`src/verilog/wsp_consts.svh`:
```
`ifndef WSP_CONSTS_SVH
`define WSP_CONSTS_SVH

// Framing bytes
`define WSP_STX 8'h02
`define WSP_ETX 8'h03
`define WSP_EOT 8'h04
`define WSP_ACK 8'h06
`define WSP_NAK 8'h15
`define WSP_ADDR_BASE 8'h80

// ASCII letters and digits
`define WSP_CH_N 8'h4E
`define WSP_CH_C 8'h43
`define WSP_CH_L 8'h4C
`define WSP_CH_A 8'h41
`define WSP_CH_S 8'h53
`define WSP_CH_R 8'h52
`define WSP_CH_M 8'h4D
`define WSP_CH_O 8'h4F
`define WSP_CH_E 8'h45
`define WSP_CH_ZERO 8'h30
`define WSP_CH_NINE 8'h39
`define WSP_CH_F 8'h46
`define WSP_HEX_ALPHA 8'h37

// Frame lengths in bytes, before any checksum digits and the end-of-transmission byte
`define WSP_LEN_BCAST 5'h15
`define WSP_LEN_WEIGHT 5'h16
`define WSP_LEN_SETP 5'h0F
`define WSP_LEN_ACK2 5'h04
`define WSP_LEN_ACK1 5'h03
`define WSP_LEN_NAK 5'h02
`define WSP_XOR_SKIP1 5'h01
`define WSP_TAIL_EOT 2'h2

// Received setpoint command layout, bytes after the address
`define WSP_S_LEN 5'h10
`define WSP_S_XOR_BYTES 5'h0D
`define WSP_RX_OVER 5'h11

// Station address and reply delay
`define WSP_ADDR_MAX 7'h63
`define WSP_ADDR_DEFAULT 7'h01
`define WSP_DELAY_MAX_MS 10'h3E7
`define WSP_WAIT_SAT 10'h3FF

// Weight change and minimum weight, in divisions
`define WSP_MIN_CHANGE 25'sh000_0014
`define WSP_MIN_WEIGHT 24'sh00_0014

// Timing
`define WSP_CLK_MHZ 32'h0000_0064
`define WSP_CONT_RATE_HZ 32'h0000_000A
`define WSP_MB_LIMIT_MS 10'h014
`define WSP_MB_BACKUP_MS 10'h15E
`define WSP_MB_CAL_MS 10'h226

`endif

```
`src/verilog/wsp_pkg.sv`:
```
package wsp_pkg;

  typedef enum logic [2:0] {
    WSP_MODE_NONE = 3'b000,
    WSP_MODE_CONTIN = 3'b001,
    WSP_MODE_DEMAND = 3'b010,
    WSP_MODE_AUTOM = 3'b011,
    WSP_MODE_SLAVE = 3'b100,
    WSP_MODE_MODBUS = 3'b101,
    WSP_MODE_PRINT = 3'b110
  } wsp_mode_type;

  typedef enum logic [1:0] {
    WSP_ST_STABLE = 2'b00,
    WSP_ST_MOVING = 2'b01,
    WSP_ST_OVER = 2'b10,
    WSP_ST_ERROR = 2'b11
  } wsp_wstat_type;

  typedef struct packed {
    wsp_wstat_type status;
    logic [47:0] net;
    logic [47:0] gross;
    logic [47:0] peak;
    logic signed [23:0] div;
  } wsp_weight_type;

  // Timing class: 0 plain, 1 backup, 2 calibration write
  typedef struct packed {
    logic valid;
    logic crcOk;
    logic funcOk;
    logic addrOk;
    logic valueOk;
    logic [1:0] timing;
  } wsp_mbreq_type;

  typedef struct packed {
    logic valid;
    logic [1:0] code;
  } wsp_mbans_type;

  typedef enum logic [1:0] {
    WSP_TX_IDLE = 2'b00,
    WSP_TX_WAIT = 2'b01,
    WSP_TX_BODY = 2'b10,
    WSP_TX_TAIL = 2'b11
  } wsp_tx_type;

  typedef enum logic [1:0] {
    WSP_RX_IDLE = 2'b00,
    WSP_RX_OWN = 2'b01,
    WSP_RX_SKIP = 2'b10
  } wsp_rx_type;

endpackage

```
`src/verilog/wsp_pair_buffer.sv`:
```
`timescale 1ns/1ps
module wsp_pair_buffer #(
  parameter int WIDTH = 8,
  parameter int DEPTH = 2
) (
  input wire logic clk,
  input wire logic sys_rst,
  input wire logic [WIDTH-1:0] inData,
  input wire logic inValid,
  output logic inReady,
  output logic [WIDTH-1:0] outData,
  output logic outValid,
  input wire logic outReady
);
  localparam int CW = $clog2(DEPTH + 1);

  logic [WIDTH-1:0] mem [DEPTH];
  logic [CW-1:0] count;
  logic [CW-1:0] next_count;
  logic [CW-1:0] wrPos;
  logic push;
  logic pop;

  assign inReady = count != CW'(DEPTH);
  assign push = inValid && inReady;
  assign pop = outValid && outReady;
  assign next_count = count + CW'(push) - CW'(pop);
  // New word lands behind whatever survives this cycle's shift
  assign wrPos = count - CW'(pop);
  assign outData = mem[0];

  always_ff @(posedge clk or posedge sys_rst) begin
    if (sys_rst) begin
      count <= '0;
      outValid <= 1'b0;
    end else begin
      count <= next_count;
      outValid <= next_count != '0;
    end
  end

  for (genvar i = 0; i < DEPTH; i++) begin : g_entry
    always_ff @(posedge clk or posedge sys_rst) begin
      if (sys_rst) begin
        mem[i] <= '0;
      end else if (push && wrPos == CW'(i)) begin
        mem[i] <= inData;
      end else if (pop) begin
        if (i < DEPTH - 1) begin
          mem[i] <= mem[(i + 1) % DEPTH];
        end else begin
          mem[i] <= '0;
        end
      end
    end
  end

endmodule // wsp_pair_buffer

```
`src/verilog/wsp_serial_engine.sv`:
```
`timescale 1ns/1ps
`include "wsp_consts.svh"
// Overview of operation
// [RQ1] Broadcast framed by STX, ETX, then EOT
// [RQ2] Status letter S, M, O or E
// [RQ3] Net, gross, peak each six characters
// [RQ4] Broadcast checksum XOR, two hex characters
// [RQ5] Continuous mode sends at ten hertz
// [RQ6] Auto/demand need twenty divisions change
// [RQ7] Master starts; one reply per command
// [RQ8] Weight request gets full weight reply
// [RQ9] CL and CN answered with ACK
// [RQ10] AA triggers zero action, ACK reply
// [RQ11] S loads both setpoints, ACK reply
// [RQ12] R returns both setpoints with checksum
// [RQ13] M stores setpoints, ACK reply
// [RQ14] Error or unknown command gets NAK
// [RQ15] Address character is address plus 80h
// [RQ16] Slave checksum from address, nibbles hex
// [RQ17] Setpoint fields are six characters
// [RQ18] Poll rate bounded by line speed
// [RQ19] Reply delayed 0 to 999 ms
// [RQ20] Modbus answer time limits 20/350/550 ms
// [RQ21] Modbus CRC failure gets no reply
// [RQ22] Modbus exception codes one, two, three
// [RQ23] Station address 0 to 99, default 1
// [RQ24] Demand honoured only with stable weight
// [RQ25] Foreign address commands silently ignored
module wsp_serial_engine
  import wsp_pkg::*;
#(
  parameter int CYC_PER_MS = `WSP_CLK_MHZ * 1000,
  parameter int CONT_CYCLES = (`WSP_CLK_MHZ * 1000000) / `WSP_CONT_RATE_HZ
) (
  input wire logic clk,
  input wire logic sys_rst,
  input wire wsp_mode_type mode,
  input wire logic [6:0] stationAddr,
  input wire logic [9:0] replyDelaySetting,
  input wire wsp_weight_type weight,
  input wire logic keyPin,
  input wire logic in2Pin,
  input wire logic [7:0] rxData,
  input wire logic rxValid,
  input wire logic rxError,
  input wire wsp_mbreq_type mbReq,
  input wire logic mbDone,
  input wire logic txReady,
  output logic [7:0] txData,
  output logic txValid,
  output logic [47:0] setpointOneField,
  output logic [47:0] setpointTwoField,
  output logic grossSel,
  output logic netSel,
  output logic zeroCmd,
  output logic storeCmd,
  output wsp_mbans_type mbAnswer,
  output logic mbOverrun
);

  function automatic logic [7:0] hexChar(input logic [3:0] n);
    hexChar = (n < 4'hA) ? (`WSP_CH_ZERO + {4'h0, n}) : (`WSP_HEX_ALPHA + {4'h0, n});
  endfunction

  // Configuration
  logic [6:0] addrEff;
  logic [7:0] ownChar;
  logic [9:0] delayEff;
  logic [7:0] statChar;
  assign addrEff = (stationAddr > `WSP_ADDR_MAX) ? `WSP_ADDR_DEFAULT : stationAddr; // RQ23
  assign ownChar = `WSP_ADDR_BASE + {1'b0, addrEff}; // RQ15
  assign delayEff = (replyDelaySetting > `WSP_DELAY_MAX_MS) ? `WSP_DELAY_MAX_MS
                                                            : replyDelaySetting;
  assign statChar = (weight.status == WSP_ST_STABLE) ? `WSP_CH_S :
                    (weight.status == WSP_ST_MOVING) ? `WSP_CH_M :
                    (weight.status == WSP_ST_OVER) ? `WSP_CH_O : `WSP_CH_E; // RQ2

  // Key and input 2: three stages, level taken when stages two and three agree
  logic [1:0] reqS1;
  logic [1:0] reqS2;
  logic [1:0] reqS3;
  logic [1:0] reqLvl;
  logic [1:0] reqPrv;
  logic [1:0] reqAgree;
  logic [1:0] next_reqLvl;
  logic reqEdge;
  assign reqAgree = ~(reqS2 ^ reqS3);
  assign next_reqLvl = (reqS2 & reqAgree) | (reqLvl & ~reqAgree);
  assign reqEdge = |(reqLvl & ~reqPrv);

  always_ff @(posedge clk or posedge sys_rst) begin
    if (sys_rst) begin
      reqS1 <= 2'h0;
      reqS2 <= 2'h0;
      reqS3 <= 2'h0;
      reqLvl <= 2'h0;
      reqPrv <= 2'h0;
    end else begin
      reqS1 <= {in2Pin, keyPin};
      reqS2 <= reqS1;
      reqS3 <= reqS2;
      reqLvl <= next_reqLvl;
      reqPrv <= reqLvl;
    end
  end

  // Command receiver
  wsp_rx_type rxState;
  logic [4:0] rxCount;
  logic [127:0] rxHist;
  logic [7:0] rxXor;
  logic rxBad;
  logic rxOn;
  logic rxEot;
  assign rxOn = mode == WSP_MODE_SLAVE;
  assign rxEot = rxOn && rxValid && rxState == WSP_RX_OWN && rxData == `WSP_EOT;

  always_ff @(posedge clk or posedge sys_rst) begin
    if (sys_rst) begin
      rxState <= WSP_RX_IDLE;
      rxCount <= 5'h00;
      rxHist <= '0;
      rxXor <= 8'h00;
      rxBad <= 1'b0;
    end else if (!rxOn) begin
      rxState <= WSP_RX_IDLE;
    end else if (rxValid) begin
      unique case (rxState)
        WSP_RX_IDLE: begin
          // Only an address character opens an exchange
          if (rxData[7]) begin // RQ7
            rxState <= (rxData == ownChar) ? WSP_RX_OWN : WSP_RX_SKIP; // RQ25
            rxCount <= 5'h00;
            rxXor <= rxData; // RQ16
            rxBad <= rxError;
          end
        end
        WSP_RX_SKIP: begin
          if (rxData == `WSP_EOT) begin
            rxState <= WSP_RX_IDLE;
          end
        end
        WSP_RX_OWN: begin
          if (rxData == `WSP_EOT) begin
            rxState <= WSP_RX_IDLE;
          end else begin
            rxHist <= {rxHist[119:0], rxData};
            if (rxCount != `WSP_RX_OVER) begin
              rxCount <= rxCount + 5'h01;
            end
            if (rxCount < `WSP_S_XOR_BYTES) begin
              rxXor <= rxXor ^ rxData; // RQ16
            end
            if (rxError) begin
              rxBad <= 1'b1;
            end
          end
        end
        default: begin
          rxState <= WSP_RX_IDLE;
        end
      endcase
    end
  end

  // Command decode at end-of-transmission
  logic [7:0] c0;
  logic [7:0] c1;
  logic one;
  logic two;
  logic cmdN;
  logic cmdR;
  logic cmdM;
  logic cmdCL;
  logic cmdCN;
  logic cmdAA;
  logic cmdS;
  logic sumOk;
  assign c0 = rxHist[15:8];
  assign c1 = rxHist[7:0];
  assign one = !rxBad && rxCount == 5'h01;
  assign two = !rxBad && rxCount == 5'h02;
  assign cmdN = one && c1 == `WSP_CH_N; // RQ8
  assign cmdR = one && c1 == `WSP_CH_R; // RQ12
  assign cmdM = one && c1 == `WSP_CH_M; // RQ13
  assign cmdCL = two && c0 == `WSP_CH_C && c1 == `WSP_CH_L; // RQ9
  assign cmdCN = two && c0 == `WSP_CH_C && c1 == `WSP_CH_N; // RQ9
  assign cmdAA = two && c0 == `WSP_CH_A && c1 == `WSP_CH_A; // RQ10
  assign sumOk = rxHist[15:0] == {hexChar(rxXor[7:4]), hexChar(rxXor[3:0])}; // RQ16
  assign cmdS = !rxBad && rxCount == `WSP_S_LEN && rxHist[127:120] == `WSP_CH_S
                && rxHist[23:16] == `WSP_ETX && sumOk; // RQ11

  // Reply frames, left aligned in a 24-byte shifter
  logic [191:0] frameWeight;
  logic [191:0] frameSetp;
  logic [191:0] frameAck2;
  logic [191:0] frameAck1;
  logic [191:0] frameNak;
  logic [191:0] frameBcast;
  logic [191:0] replyFrame;
  logic [4:0] replyLen;
  logic replyTwo;
  logic replyOne;
  assign frameWeight = {`WSP_CH_N, ownChar, statChar, weight.net, weight.gross, weight.peak,
                        `WSP_ETX, {2{8'h00}}}; // RQ8
  assign frameSetp = {ownChar, `WSP_CH_R, setpointOneField, setpointTwoField, `WSP_ETX,
                      {9{8'h00}}}; // RQ12 RQ17
  assign frameAck2 = {ownChar, c0, c1, `WSP_ACK, {20{8'h00}}}; // RQ9 RQ10
  assign frameAck1 = {ownChar, (cmdS ? `WSP_CH_S : `WSP_CH_M), `WSP_ACK, {21{8'h00}}}; // RQ13
  assign frameNak = {ownChar, `WSP_NAK, {22{8'h00}}}; // RQ14
  assign frameBcast = {`WSP_STX, statChar, weight.net, weight.gross, weight.peak, `WSP_ETX,
                       {3{8'h00}}}; // RQ1 RQ3
  assign replyTwo = cmdCL || cmdCN || cmdAA;
  assign replyOne = cmdM || cmdS;
  assign replyFrame = cmdN ? frameWeight : cmdR ? frameSetp : replyTwo ? frameAck2 :
                      replyOne ? frameAck1 : frameNak;
  assign replyLen = cmdN ? `WSP_LEN_WEIGHT : cmdR ? `WSP_LEN_SETP : replyTwo ? `WSP_LEN_ACK2 :
                    replyOne ? `WSP_LEN_ACK1 : `WSP_LEN_NAK;

  // Broadcast triggers
  logic [31:0] contCnt;
  logic contTick;
  logic signed [23:0] lastDiv;
  logic sentOnce;
  logic signed [24:0] wDiff;
  logic farMove;
  logic stable;
  logic autoGo;
  logic demandGo;
  logic bcastGo;
  assign contTick = contCnt == 32'(CONT_CYCLES - 1);
  assign wDiff = {weight.div[23], weight.div} - {lastDiv[23], lastDiv};
  assign farMove = !sentOnce || wDiff >= `WSP_MIN_CHANGE || wDiff <= -`WSP_MIN_CHANGE; // RQ6
  assign stable = weight.status == WSP_ST_STABLE;
  assign autoGo = mode == WSP_MODE_AUTOM && stable && farMove
                  && weight.div >= `WSP_MIN_WEIGHT; // RQ6
  assign demandGo = mode == WSP_MODE_DEMAND && reqEdge && stable && farMove; // RQ24
  // Filter setting has no say in the rate
  assign bcastGo = (mode == WSP_MODE_CONTIN && contTick) || autoGo || demandGo; // RQ5

  always_ff @(posedge clk or posedge sys_rst) begin
    if (sys_rst) begin
      contCnt <= 32'h0000_0000;
    end else begin
      contCnt <= contTick ? 32'h0000_0000 : contCnt + 32'h0000_0001;
    end
  end

  // Sender
  wsp_tx_type txState;
  logic [191:0] frame;
  logic [4:0] txLen;
  logic [4:0] txFrom;
  logic txSum;
  logic [4:0] txIdx;
  logic [7:0] txXor;
  logic [1:0] tailIdx;
  logic txIdle;
  logic slaveStart;
  logic bcastStart;
  logic pushValid;
  logic [7:0] pushByte;
  logic bufReady;
  logic push;
  logic xorHit;
  logic delayDone;
  assign txIdle = txState == WSP_TX_IDLE;
  // A command arriving while a reply is still going out is dropped
  assign slaveStart = rxEot && txIdle; // RQ7
  assign bcastStart = bcastGo && txIdle;
  assign pushValid = txState == WSP_TX_BODY || txState == WSP_TX_TAIL;
  assign pushByte = (txState == WSP_TX_BODY) ? frame[191:184] :
                    (tailIdx == 2'h0) ? hexChar(txXor[7:4]) :
                    (tailIdx == 2'h1) ? hexChar(txXor[3:0]) : `WSP_EOT; // RQ4 RQ16
  // Stall by the line stalls the sender, so poll rate follows baud
  assign push = pushValid && bufReady; // RQ18
  assign xorHit = txIdx >= txFrom && txIdx < txLen - 5'h01; // RQ4 RQ16

  always_ff @(posedge clk or posedge sys_rst) begin
    if (sys_rst) begin
      txState <= WSP_TX_IDLE;
      frame <= '0;
      txLen <= 5'h00;
      txFrom <= 5'h00;
      txSum <= 1'b0;
      txIdx <= 5'h00;
      txXor <= 8'h00;
      tailIdx <= 2'h0;
    end else begin
      unique case (txState)
        WSP_TX_IDLE: begin
          if (slaveStart || bcastStart) begin
            frame <= slaveStart ? replyFrame : frameBcast;
            txLen <= slaveStart ? replyLen : `WSP_LEN_BCAST;
            txFrom <= (slaveStart && !cmdN) ? 5'h00 : `WSP_XOR_SKIP1;
            txSum <= slaveStart ? (cmdN || cmdR) : 1'b1;
            txIdx <= 5'h00;
            txXor <= 8'h00;
            txState <= slaveStart ? WSP_TX_WAIT : WSP_TX_BODY;
          end
        end
        WSP_TX_WAIT: begin
          if (delayDone) begin
            txState <= WSP_TX_BODY; // RQ19
          end
        end
        WSP_TX_BODY: begin
          if (push) begin
            frame <= {frame[183:0], 8'h00};
            txIdx <= txIdx + 5'h01;
            if (xorHit) begin
              txXor <= txXor ^ pushByte;
            end
            if (txIdx == txLen - 5'h01) begin
              txState <= WSP_TX_TAIL;
              tailIdx <= txSum ? 2'h0 : `WSP_TAIL_EOT;
            end
          end
        end
        WSP_TX_TAIL: begin
          if (push) begin
            if (tailIdx == `WSP_TAIL_EOT) begin
              txState <= WSP_TX_IDLE; // RQ1
            end else begin
              tailIdx <= tailIdx + 2'h1;
            end
          end
        end
      endcase
    end
  end

  // Last weight broadcast, for the change threshold
  always_ff @(posedge clk or posedge sys_rst) begin
    if (sys_rst) begin
      lastDiv <= 24'sh00_0000;
      sentOnce <= 1'b0;
    end else if (bcastStart) begin
      lastDiv <= weight.div; // RQ6
      sentOnce <= 1'b1;
    end
  end

  // Command side effects
  always_ff @(posedge clk or posedge sys_rst) begin
    if (sys_rst) begin
      grossSel <= 1'b0;
      netSel <= 1'b0;
      zeroCmd <= 1'b0;
      storeCmd <= 1'b0;
      setpointOneField <= '0;
      setpointTwoField <= '0;
    end else begin
      grossSel <= slaveStart && cmdCL; // RQ9
      netSel <= slaveStart && cmdCN; // RQ9
      zeroCmd <= slaveStart && cmdAA; // RQ10
      storeCmd <= slaveStart && cmdM; // RQ13
      if (slaveStart && cmdS) begin
        setpointOneField <= rxHist[119:72]; // RQ11 RQ17
        setpointTwoField <= rxHist[71:24]; // RQ11 RQ17
      end
    end
  end

  // Millisecond delay timer, restarted by each slave reply start and each accepted Modbus request
  logic [31:0] msPre;
  logic [9:0] waitMs;
  logic msTick;
  logic schedStart;
  logic mbOn;
  logic mbStart;
  logic mbPend;
  logic mbExec;
  logic mbFire;
  logic [1:0] mbCode;
  logic [1:0] next_mbCode;
  logic [9:0] mbLimit;
  assign msTick = msPre == 32'(CYC_PER_MS - 1);
  assign delayDone = waitMs >= delayEff; // RQ19
  assign schedStart = slaveStart || mbStart;

  always_ff @(posedge clk or posedge sys_rst) begin
    if (sys_rst) begin
      msPre <= 32'h0000_0000;
      waitMs <= 10'h000;
    end else if (schedStart || msTick) begin
      msPre <= 32'h0000_0000;
      waitMs <= schedStart ? 10'h000 : (waitMs == `WSP_WAIT_SAT) ? waitMs : waitMs + 10'h001;
    end else begin
      msPre <= msPre + 32'h0000_0001;
    end
  end

  // Modbus answer timing and exception selection
  assign mbOn = mode == WSP_MODE_MODBUS;
  assign mbStart = mbOn && mbReq.valid && mbReq.crcOk && !mbPend; // RQ21
  assign next_mbCode = !mbReq.funcOk ? 2'h1 : !mbReq.addrOk ? 2'h2 :
                       !mbReq.valueOk ? 2'h3 : 2'h0; // RQ22
  // Exceptions need no execution, so they only wait out the delay
  assign mbFire = mbPend && delayDone && (mbExec || mbDone);

  always_ff @(posedge clk or posedge sys_rst) begin
    if (sys_rst) begin
      mbPend <= 1'b0;
      mbExec <= 1'b0;
      mbCode <= 2'h0;
      mbLimit <= `WSP_MB_LIMIT_MS;
      mbAnswer <= '0;
      mbOverrun <= 1'b0;
    end else begin
      mbAnswer <= {mbFire, mbCode}; // RQ22
      if (mbStart) begin
        mbPend <= 1'b1;
        mbCode <= next_mbCode;
        mbExec <= next_mbCode != 2'h0;
        mbOverrun <= 1'b0;
        mbLimit <= (mbReq.timing == 2'h1) ? `WSP_MB_BACKUP_MS :
                   (mbReq.timing == 2'h2) ? `WSP_MB_CAL_MS : `WSP_MB_LIMIT_MS; // RQ20
      end else begin
        if (mbFire) begin
          mbPend <= 1'b0;
        end
        if (mbDone) begin
          mbExec <= 1'b1;
        end
        if (mbPend && !mbExec && !mbDone && waitMs >= mbLimit) begin
          mbOverrun <= 1'b1; // RQ20
        end
      end
    end
  end

  wsp_pair_buffer #(
    .WIDTH(8),
    .DEPTH(2)
  ) u_txbuf (
    .clk(clk),
    .sys_rst(sys_rst),
    .inData(pushByte),
    .inValid(pushValid),
    .inReady(bufReady),
    .outData(txData),
    .outValid(txValid),
    .outReady(txReady)
  );
endmodule // wsp_serial_engine
```
`config.mk`:
```
export PLATFORM = sky130hd
export DESIGN_NAME = wsp_serial_engine
export DESIGN_NICKNAME = d
export VERILOG_FILES = /design/src/verilog/wsp_pkg.sv /design/src/verilog/wsp_pair_buffer.sv /design/src/verilog/wsp_serial_engine.sv
export VERILOG_INCLUDE_DIRS = /design/src /design/src/verilog
export SDC_FILE = /design/constraint.sdc
export NUM_CORES = 2
export LEC_CHECK = 0
export BUFFER_PORTS_ARGS = -buffer_cell sky130_fd_sc_hd__clkbuf_2
export CAP_MARGIN = 25
export CORE_ASPECT_RATIO = 0.8
export CORE_MARGIN = 5
export CORE_UTILIZATION = 42
export CTS_CLUSTER_DIAMETER = 50
export CTS_CLUSTER_SIZE = 40
export DETAILED_ROUTE_END_ITERATION = 8
export GPL_TIMING_DRIVEN = 0
export PLACE_DENSITY_LB_ADDON = 0.25
export SLEW_MARGIN = 0
export SYNTH_ARGS = -nofsm -noshare
export SYNTH_HDL_FRONTEND = slang
export SYNTH_SLANG_ARGS = --single-unit
```
`constraint.sdc`:
```
create_clock -name clk -period 55.2 [get_ports clk]
set_clock_uncertainty 0.05 [all_clocks]
set_input_delay 5.52 -clock clk [delete_from_list [all_inputs] [get_ports clk]]
set_output_delay 5.52 -clock clk [all_outputs]
set_load 0.01 [all_outputs]
```
### After elaboration in Yosys (flattened, before gate mapping)

Cells that the tools add are included.

| storage, ports and cells | value |
|---|---|
| flip-flop bits (word level) | 610 |
| input bits | 213 |
| output and inout bits | 113 |
| word-level logic and storage cells | 318 |

| cells by class | value |
|---|---|
| $add $sub $neg | 20 |
| order comparisons | 14 |
| eq/ne operators | 55 |
| multiplexer cells | 86 |
| bitwise operators | 11 |
| reductions and logical operators | 92 |

Operator list:

| kind | count |
|---|---|
| two-way mux 192 bit | 4 |
| one-hot mux 192 bit (2 select lines) | 1 |
| two-way mux 184 bit | 2 |
| two-way mux 183 bit | 1 |
| two-way mux 8 bit | 11 |
| adder 32 x 1 -> 32 bit (second input constant) | 2 |
| equality test 8 x 7 -> 1 bit (second input constant) | 8 |
| two-way mux 32 bit | 2 |
| adder 6 x 4 -> 7 bit (first input constant) | 8 |
| two-way mux 10 bit | 5 |
| two-way mux 7 bit | 7 |
| logical AND 1 bit | 45 |
| two-way mux 5 bit | 9 |
| two-way mux 2 bit | 20 |
| equality test 32 x 17 -> 1 bit (second input constant) | 1 |
| equality test 32 x 24 -> 1 bit (second input constant) | 1 |
| one-hot mux 8 bit (2 select lines) | 2 |
| >= comparator 25 x 6 -> 1 bit (second input constant) | 1 |
| less-or-equal comparator 25 x 6 -> 1 bit (second input constant) | 1 |
| subtractor 24 x 24 -> 25 bit | 1 |
| >= comparator 24 x 6 -> 1 bit (second input constant) | 1 |
| AND reduction 6 bit | 4 |
| >= comparator 10 bit | 2 |
| one-hot mux 5 bit (2 select lines) | 2 |
| 53 further kinds | 137 |

### Longest topological paths before layout

| logic depth | value |
|---|---|
| depth after elaboration | 13 |
| depth in mapped cells | 16 |

### By module

Synthesis repeated with hierarchy kept, for this count alone.

| second synthesis, totals | value |
|---|---|
| cell total of the unflattened synthesis | 3005 |
| area total of the unflattened synthesis | 29925.0 µm² |

Modules (own cells, without submodules):

| module | instances | cells each | area each (µm²) | seq. area each (µm²) |
|---|---|---|---|---|
| wsp_serial_engine | 1 | 2922 | 28951.5 | 13964.6 |
| wsp_pair_buffer | 1 | 83 | 973.4 | 475.5 |

### Worst setup path after synthesis

No wires, ideal clock.

| timing | value |
|---|---|
| path kind | input -> register |
| start | input port weight[0] in the netlist's numbering |
| end | register frame[169] |
| data arrival time | 8.884 ns |
| slack | 46.141 ns |
| stages | 14 |
| path buffers | 2 |
| path through | inv_1 ha_1 fa_1 and2b_1 o2111ai_1 a311o_1 a211oi_2 nor3_1 or4_1 o41ai_2 buf_4 a211oi_4 buf_4 mux2_4 |

| on the way | value |
|---|---|
| word-level cells in the longest chain between the ends | 12 |

RTL lines:

| item | RTL line | source |
|---|---|---|
| start: declaration | wsp_serial_engine.sv:40 | `input wire wsp_weight_type weight,` |
| subtractor 24 x 24 -> 25 bit | wsp_serial_engine.sv:232 | `assign wDiff = {weight.div[23], weight.div} - {lastDiv[23], lastDiv};` |
| >= comparator 25 x 6 -> 1 bit (no line) | -- |  |
| logical OR 1 bit (no line) (2 in a row) | -- |  |
| logical AND 1 bit | wsp_serial_engine.sv:235 | `assign autoGo = mode == WSP_MODE_AUTOM && stable && farMove` |
| logical AND 1 bit (no line) | -- |  |
| logical OR 1 bit | wsp_serial_engine.sv:239 | `assign bcastGo = (mode == WSP_MODE_CONTIN && contTick) \|\| autoGo \|\| demandGo;` |
| logical OR 1 bit * | wsp_serial_engine.sv:239 |  |
| logical AND 1 bit * | wsp_serial_engine.sv:270 | `assign bcastStart = bcastGo && txIdle;` |
| logical OR 1 bit * | wsp_serial_engine.sv:292 | `if (slaveStart \|\| bcastStart) begin` |
| inequality test 2 x 1 -> 1 bit (no line) * | -- |  |
| AND reduction 3 bit (no line) * | -- |  |
| end signal: assignment | wsp_serial_engine.sv:293 | `frame <= slaveStart ? replyFrame : frameBcast;` |
| end signal: assignment | wsp_serial_engine.sv:309 | `frame <= {frame[183:0], 8'h00};` |
| end: declaration | wsp_serial_engine.sv:251 | `logic [191:0] frame;` |

Every way passes the cells marked *; elsewhere a longest branch is shown, timed or not.
A chain may end at the register's enable or synchronous reset.

### Final worst setup path

| timing | value |
|---|---|
| start | input port weight[0] in the netlist's numbering |
| end | register frame[161] |

The elaborated chain is that of the path after synthesis.

==> summary.md <==
| Metric | Value |
|---|---|
| Setup slack at placement | `between 40,000 and 50,000 ps` |
| Hold Path Class | `reg -> reg` |
| Syn_area_per_cell | `10.14 um^2` |
| EDFF count, synth | `0` |
| Die height | `between 200 and 300 um` |
| Hold Path Origin | `reqS1[0]$_DFF_PP0_` |
| Synth cell types | `90` |
| Cts repair resizes | `0` |
| R2r worst-path depth | `15` |
| Synth area leaders | `dfrtp_1, mux2_2, nor2_1` |
| Register area share after synthesis | `0.4678` |
| Fmax | `105.9 MHz` |
| Critical Path RT | `55,650 ps` |
| Ys async rst share | `1.000` |
| TritonCTS clock tree | `done` |
| First-pass GRT wire length | `between 100 and 150 mm` |
| Synth Flop Type | `dfrtp_1` |
| Row cnt | `a little under 90` |
| Met3 wire length | `7.758 mm` |
| # hold bufs at CTS | `0` |
| CP Capture Type | `register` |
| IO Count | `326` |
| Top Metal Used | `met5` |
| DR iter-0 viols | `between 2,000 and 3,000` |
| Gpl congestion | `between 0.9 and 1` |
| Dpl cell area | `0.03385 mm^2` |
| Chip Width | `~310 um` |
| Largest net degree at the start of global routing | `126` |
| Relative slew margins | `0.2622` |
| Crit Path Category | `in -> reg` |
| Min-Delay Endpoint | `reqS2[0]$_DFF_PP0_` |
| Placed insts | `approximately 4,300` |
| Setup Fix Bufs, Post-CTS | `0` |
| Total track usage | `0.2392` |
| Worst-path maximum fanout | `10` |
| Fin crit share | `0.1710` |
| RR Startpoint | `lastDiv[18]$_DFFE_PP0P_` |
| Cell taking the most area after synthesis | `dfrtp_1` |
| Cell area after layout | `between 0.03 and 0.04 mm^2` |
| Tot Pwr | `0.001734 W` |
| WL met2 | `between 40 and 50 mm` |
| Initial DRT Pass Iterations | `6` |
| Setup TNS | `0 ps` |
| Synth top cells by count | `dfrtp_1, nor2_1, mux2_2` |
| Yosys Warn Count | `0` |
| Syn Std Cell Area | `0.03087 mm^2` |
| Worst-margin pin slew | `about 1100 ps` |
| HPWL after DPL | `74.31 mm` |
| Worst R2R End | `frame[161]$_DFFE_PP0P_` |
| Critical Path Start | `weight[0]` |
| Post-layout min period | `9441 ps` |
| Clk slew on worst S/H paths | `70 ps` |
| Starting Density | `0.4261` |
| Flop-to-flop setup slack | `50,440 ps` |
| Final nets | `~3,700` |
| CTS Root Cell | `clkbuf_16` |
| Worst skew pair latency | `680 ps` |
| Die area | `0.07905 mm^2` |
| Via count | `between 20,000 and 30,000` |
| IO buf count | `325` |
| Synth Register Bits | `577` |
| Hold depth | `0` |
| MaxCap Viol Count | `0` |
| # H-tree levels | `2` |
| Post-Route WL | `97.87 mm` |
| Slew Limit Fails | `0` |
| Core area | `0.07245 mm^2` |
| GRT overflow | `0` |
| Initial antenna violation count | `7` |
| Leakage | `16.56 nW` |
| Synth Instances | `between 3,000 and 4,000` |
| CTS buffer count | `slightly below 60` |
| Syn nets | `approximately 3,300` |
| RSZ-0062 raised after global routing | `false` |
| Via-per-instance ratio | `5.823` |
| Longest Clk Path Bufs | `3` |
| Worst setup margin | `between 40,000 and 50,000 ps` |
| Maximum vdd drop | `0.02722 mV` |
| Number of global-route vias before repair | `approximately 25,000` |
| Power per standard cell area | `approximately 48 mW/mm^2` |
| Filler cell count | `6,730` |
| Hold Fails Final Rpt | `0` |
| Final setup viols | `0` |
| Count leader, synth | `dfrtp_1` |
| Growth of design area from synthesis to finish | `17.07%` |
| Fin cells | `4,439` |
| CTS Sinks | `~580` |
| Fraction of layout cells with a size suffix above 1 | `0.2426` |
| Status | `complete, no violations` |
| Post-DRT Antenna Nets | `0` |
| WL/cell | `22.05 um` |
| DRT met1 WL | `roughly 47 mm` |
| Share of the synthesized area in the top cell type | `0.4670` |
| DRC viols | `0` |
| Setup crit start kind | `primary input` |
| Worst Path Arrival | `roughly 9900 ps` |
state kept, by name, summed over array words and instances, names as in the netlist, 8 cells and up, named ones only:
register / count
rxXor: 8
frame: 169
u_txbuf.mem: 8
lastDiv: 24
setpointOneField: 48
msPre: 32
u_txbuf.outData: 8
txXor: 8
rxHist: 128
waitMs: 10
setpointTwoField: 48
contCnt: 32
cell usage in the layout, fill, tap and decap left out, types with 44 or more instances in the layout:
cell       synthesis  layout
xnor2_1           44      44
ha_1              77      77
dfrtp_1          576     576
mux2_2           241     241
inv_1            103     102
mux2_1            44      44
a221oi_1          97      97
nor2_1           326     326
a22oi_2           68      68
nor3_1           126     126
nand3_1           67      67
o21ai_0          133     133
xor2_1            55      55
nand2_1          216     216
a22oi_1           75      75
clkbuf_2           0     325
clkbuf_16          0      59
clkbuf_1         141     142
a21oi_1          197     197
kinds of logic after synthesis:
group,Yosys count,synth area share
flip-flops,577,0.4678
AO/OA/AOI/OAI,737,0.1714
AND/OR/NAND/NOR,932,0.1403
XOR/XNOR,99,0.02809
buffers and inverters,304,0.04289
multiplexers,315,0.1169
adder cells (fa/ha/maj),80,0.03251
how the worst max path moves through the flow:
| stage | endpoint | slack [ps] |
|---|---|---|
| detailed placement | frame[162]$_DFFE_PP0P_ | 45210 |
| global route | txIdx[1]$_DFFE_PP0P_ | 45620 |
| global placement | frame[53]$_DFFE_PP0P_ | 26460 |
| CTS | frame[161]$_DFFE_PP0P_ | 45900 |
| floorplan | async pin | 33490 |
| finish | frame[161]$_DFFE_PP0P_ | 45760 |
worst max-delay path, cell delays in order:
cell and delay (ps):
clkbuf_2 120, inv_1 50, ha_1 220, fa_1 400, and2b_1 250, o2111ai_1 140
a31oi_1 290, o21ai_0 140, a2111oi_0 700, o2111ai_1 290, nor4_2 480, and3_1 350
or3_1 170, buf_2 340, buf_2 310, a22oi_1 100
where the power goes:
group / switching, W / internal, W
clock: 0.000219 / 0.000234
combinational: 0.000401 / 0.000282
sequential: 0.0000732 / 0.000525
total: 0.000694 / 0.00104
per-stage QoR:
stage,hold WS (ps),utilization
finish,300.1,0.4988
global route,318.6,0.4988
CTS,303.3,0.4984
detailed placement,292.5,0.4672
global placement,284.6,0.4648
floorplan,281.2,-
metal layers:
layer	up-vias	track usage
met5	-	0
met4	4	0.06087
met3	153	0.04910
met2	916	0.3417
met1	12910	0.3700
li1	11870	-
area by class of cell:
class / instances / area, um^2 / area share
sequential: 577 / 14440 / 0.3996
inverter: 104 / 397.9 / 0.01101
antenna: 3 / 7.507 / 0.0002078
buffer: 200 / 933.4 / 0.02583
clock inverter: 50 / 755.7 / 0.02091
multi-input combinational: 2163 / 15110 / 0.4181
timing repair buffer: 335 / 1800 / 0.04983
clock buffer: 62 / 1508 / 0.04172
tap: 945 / 1182 / 0.03272
No activity file was read; power rests on OpenSTA's default activity.
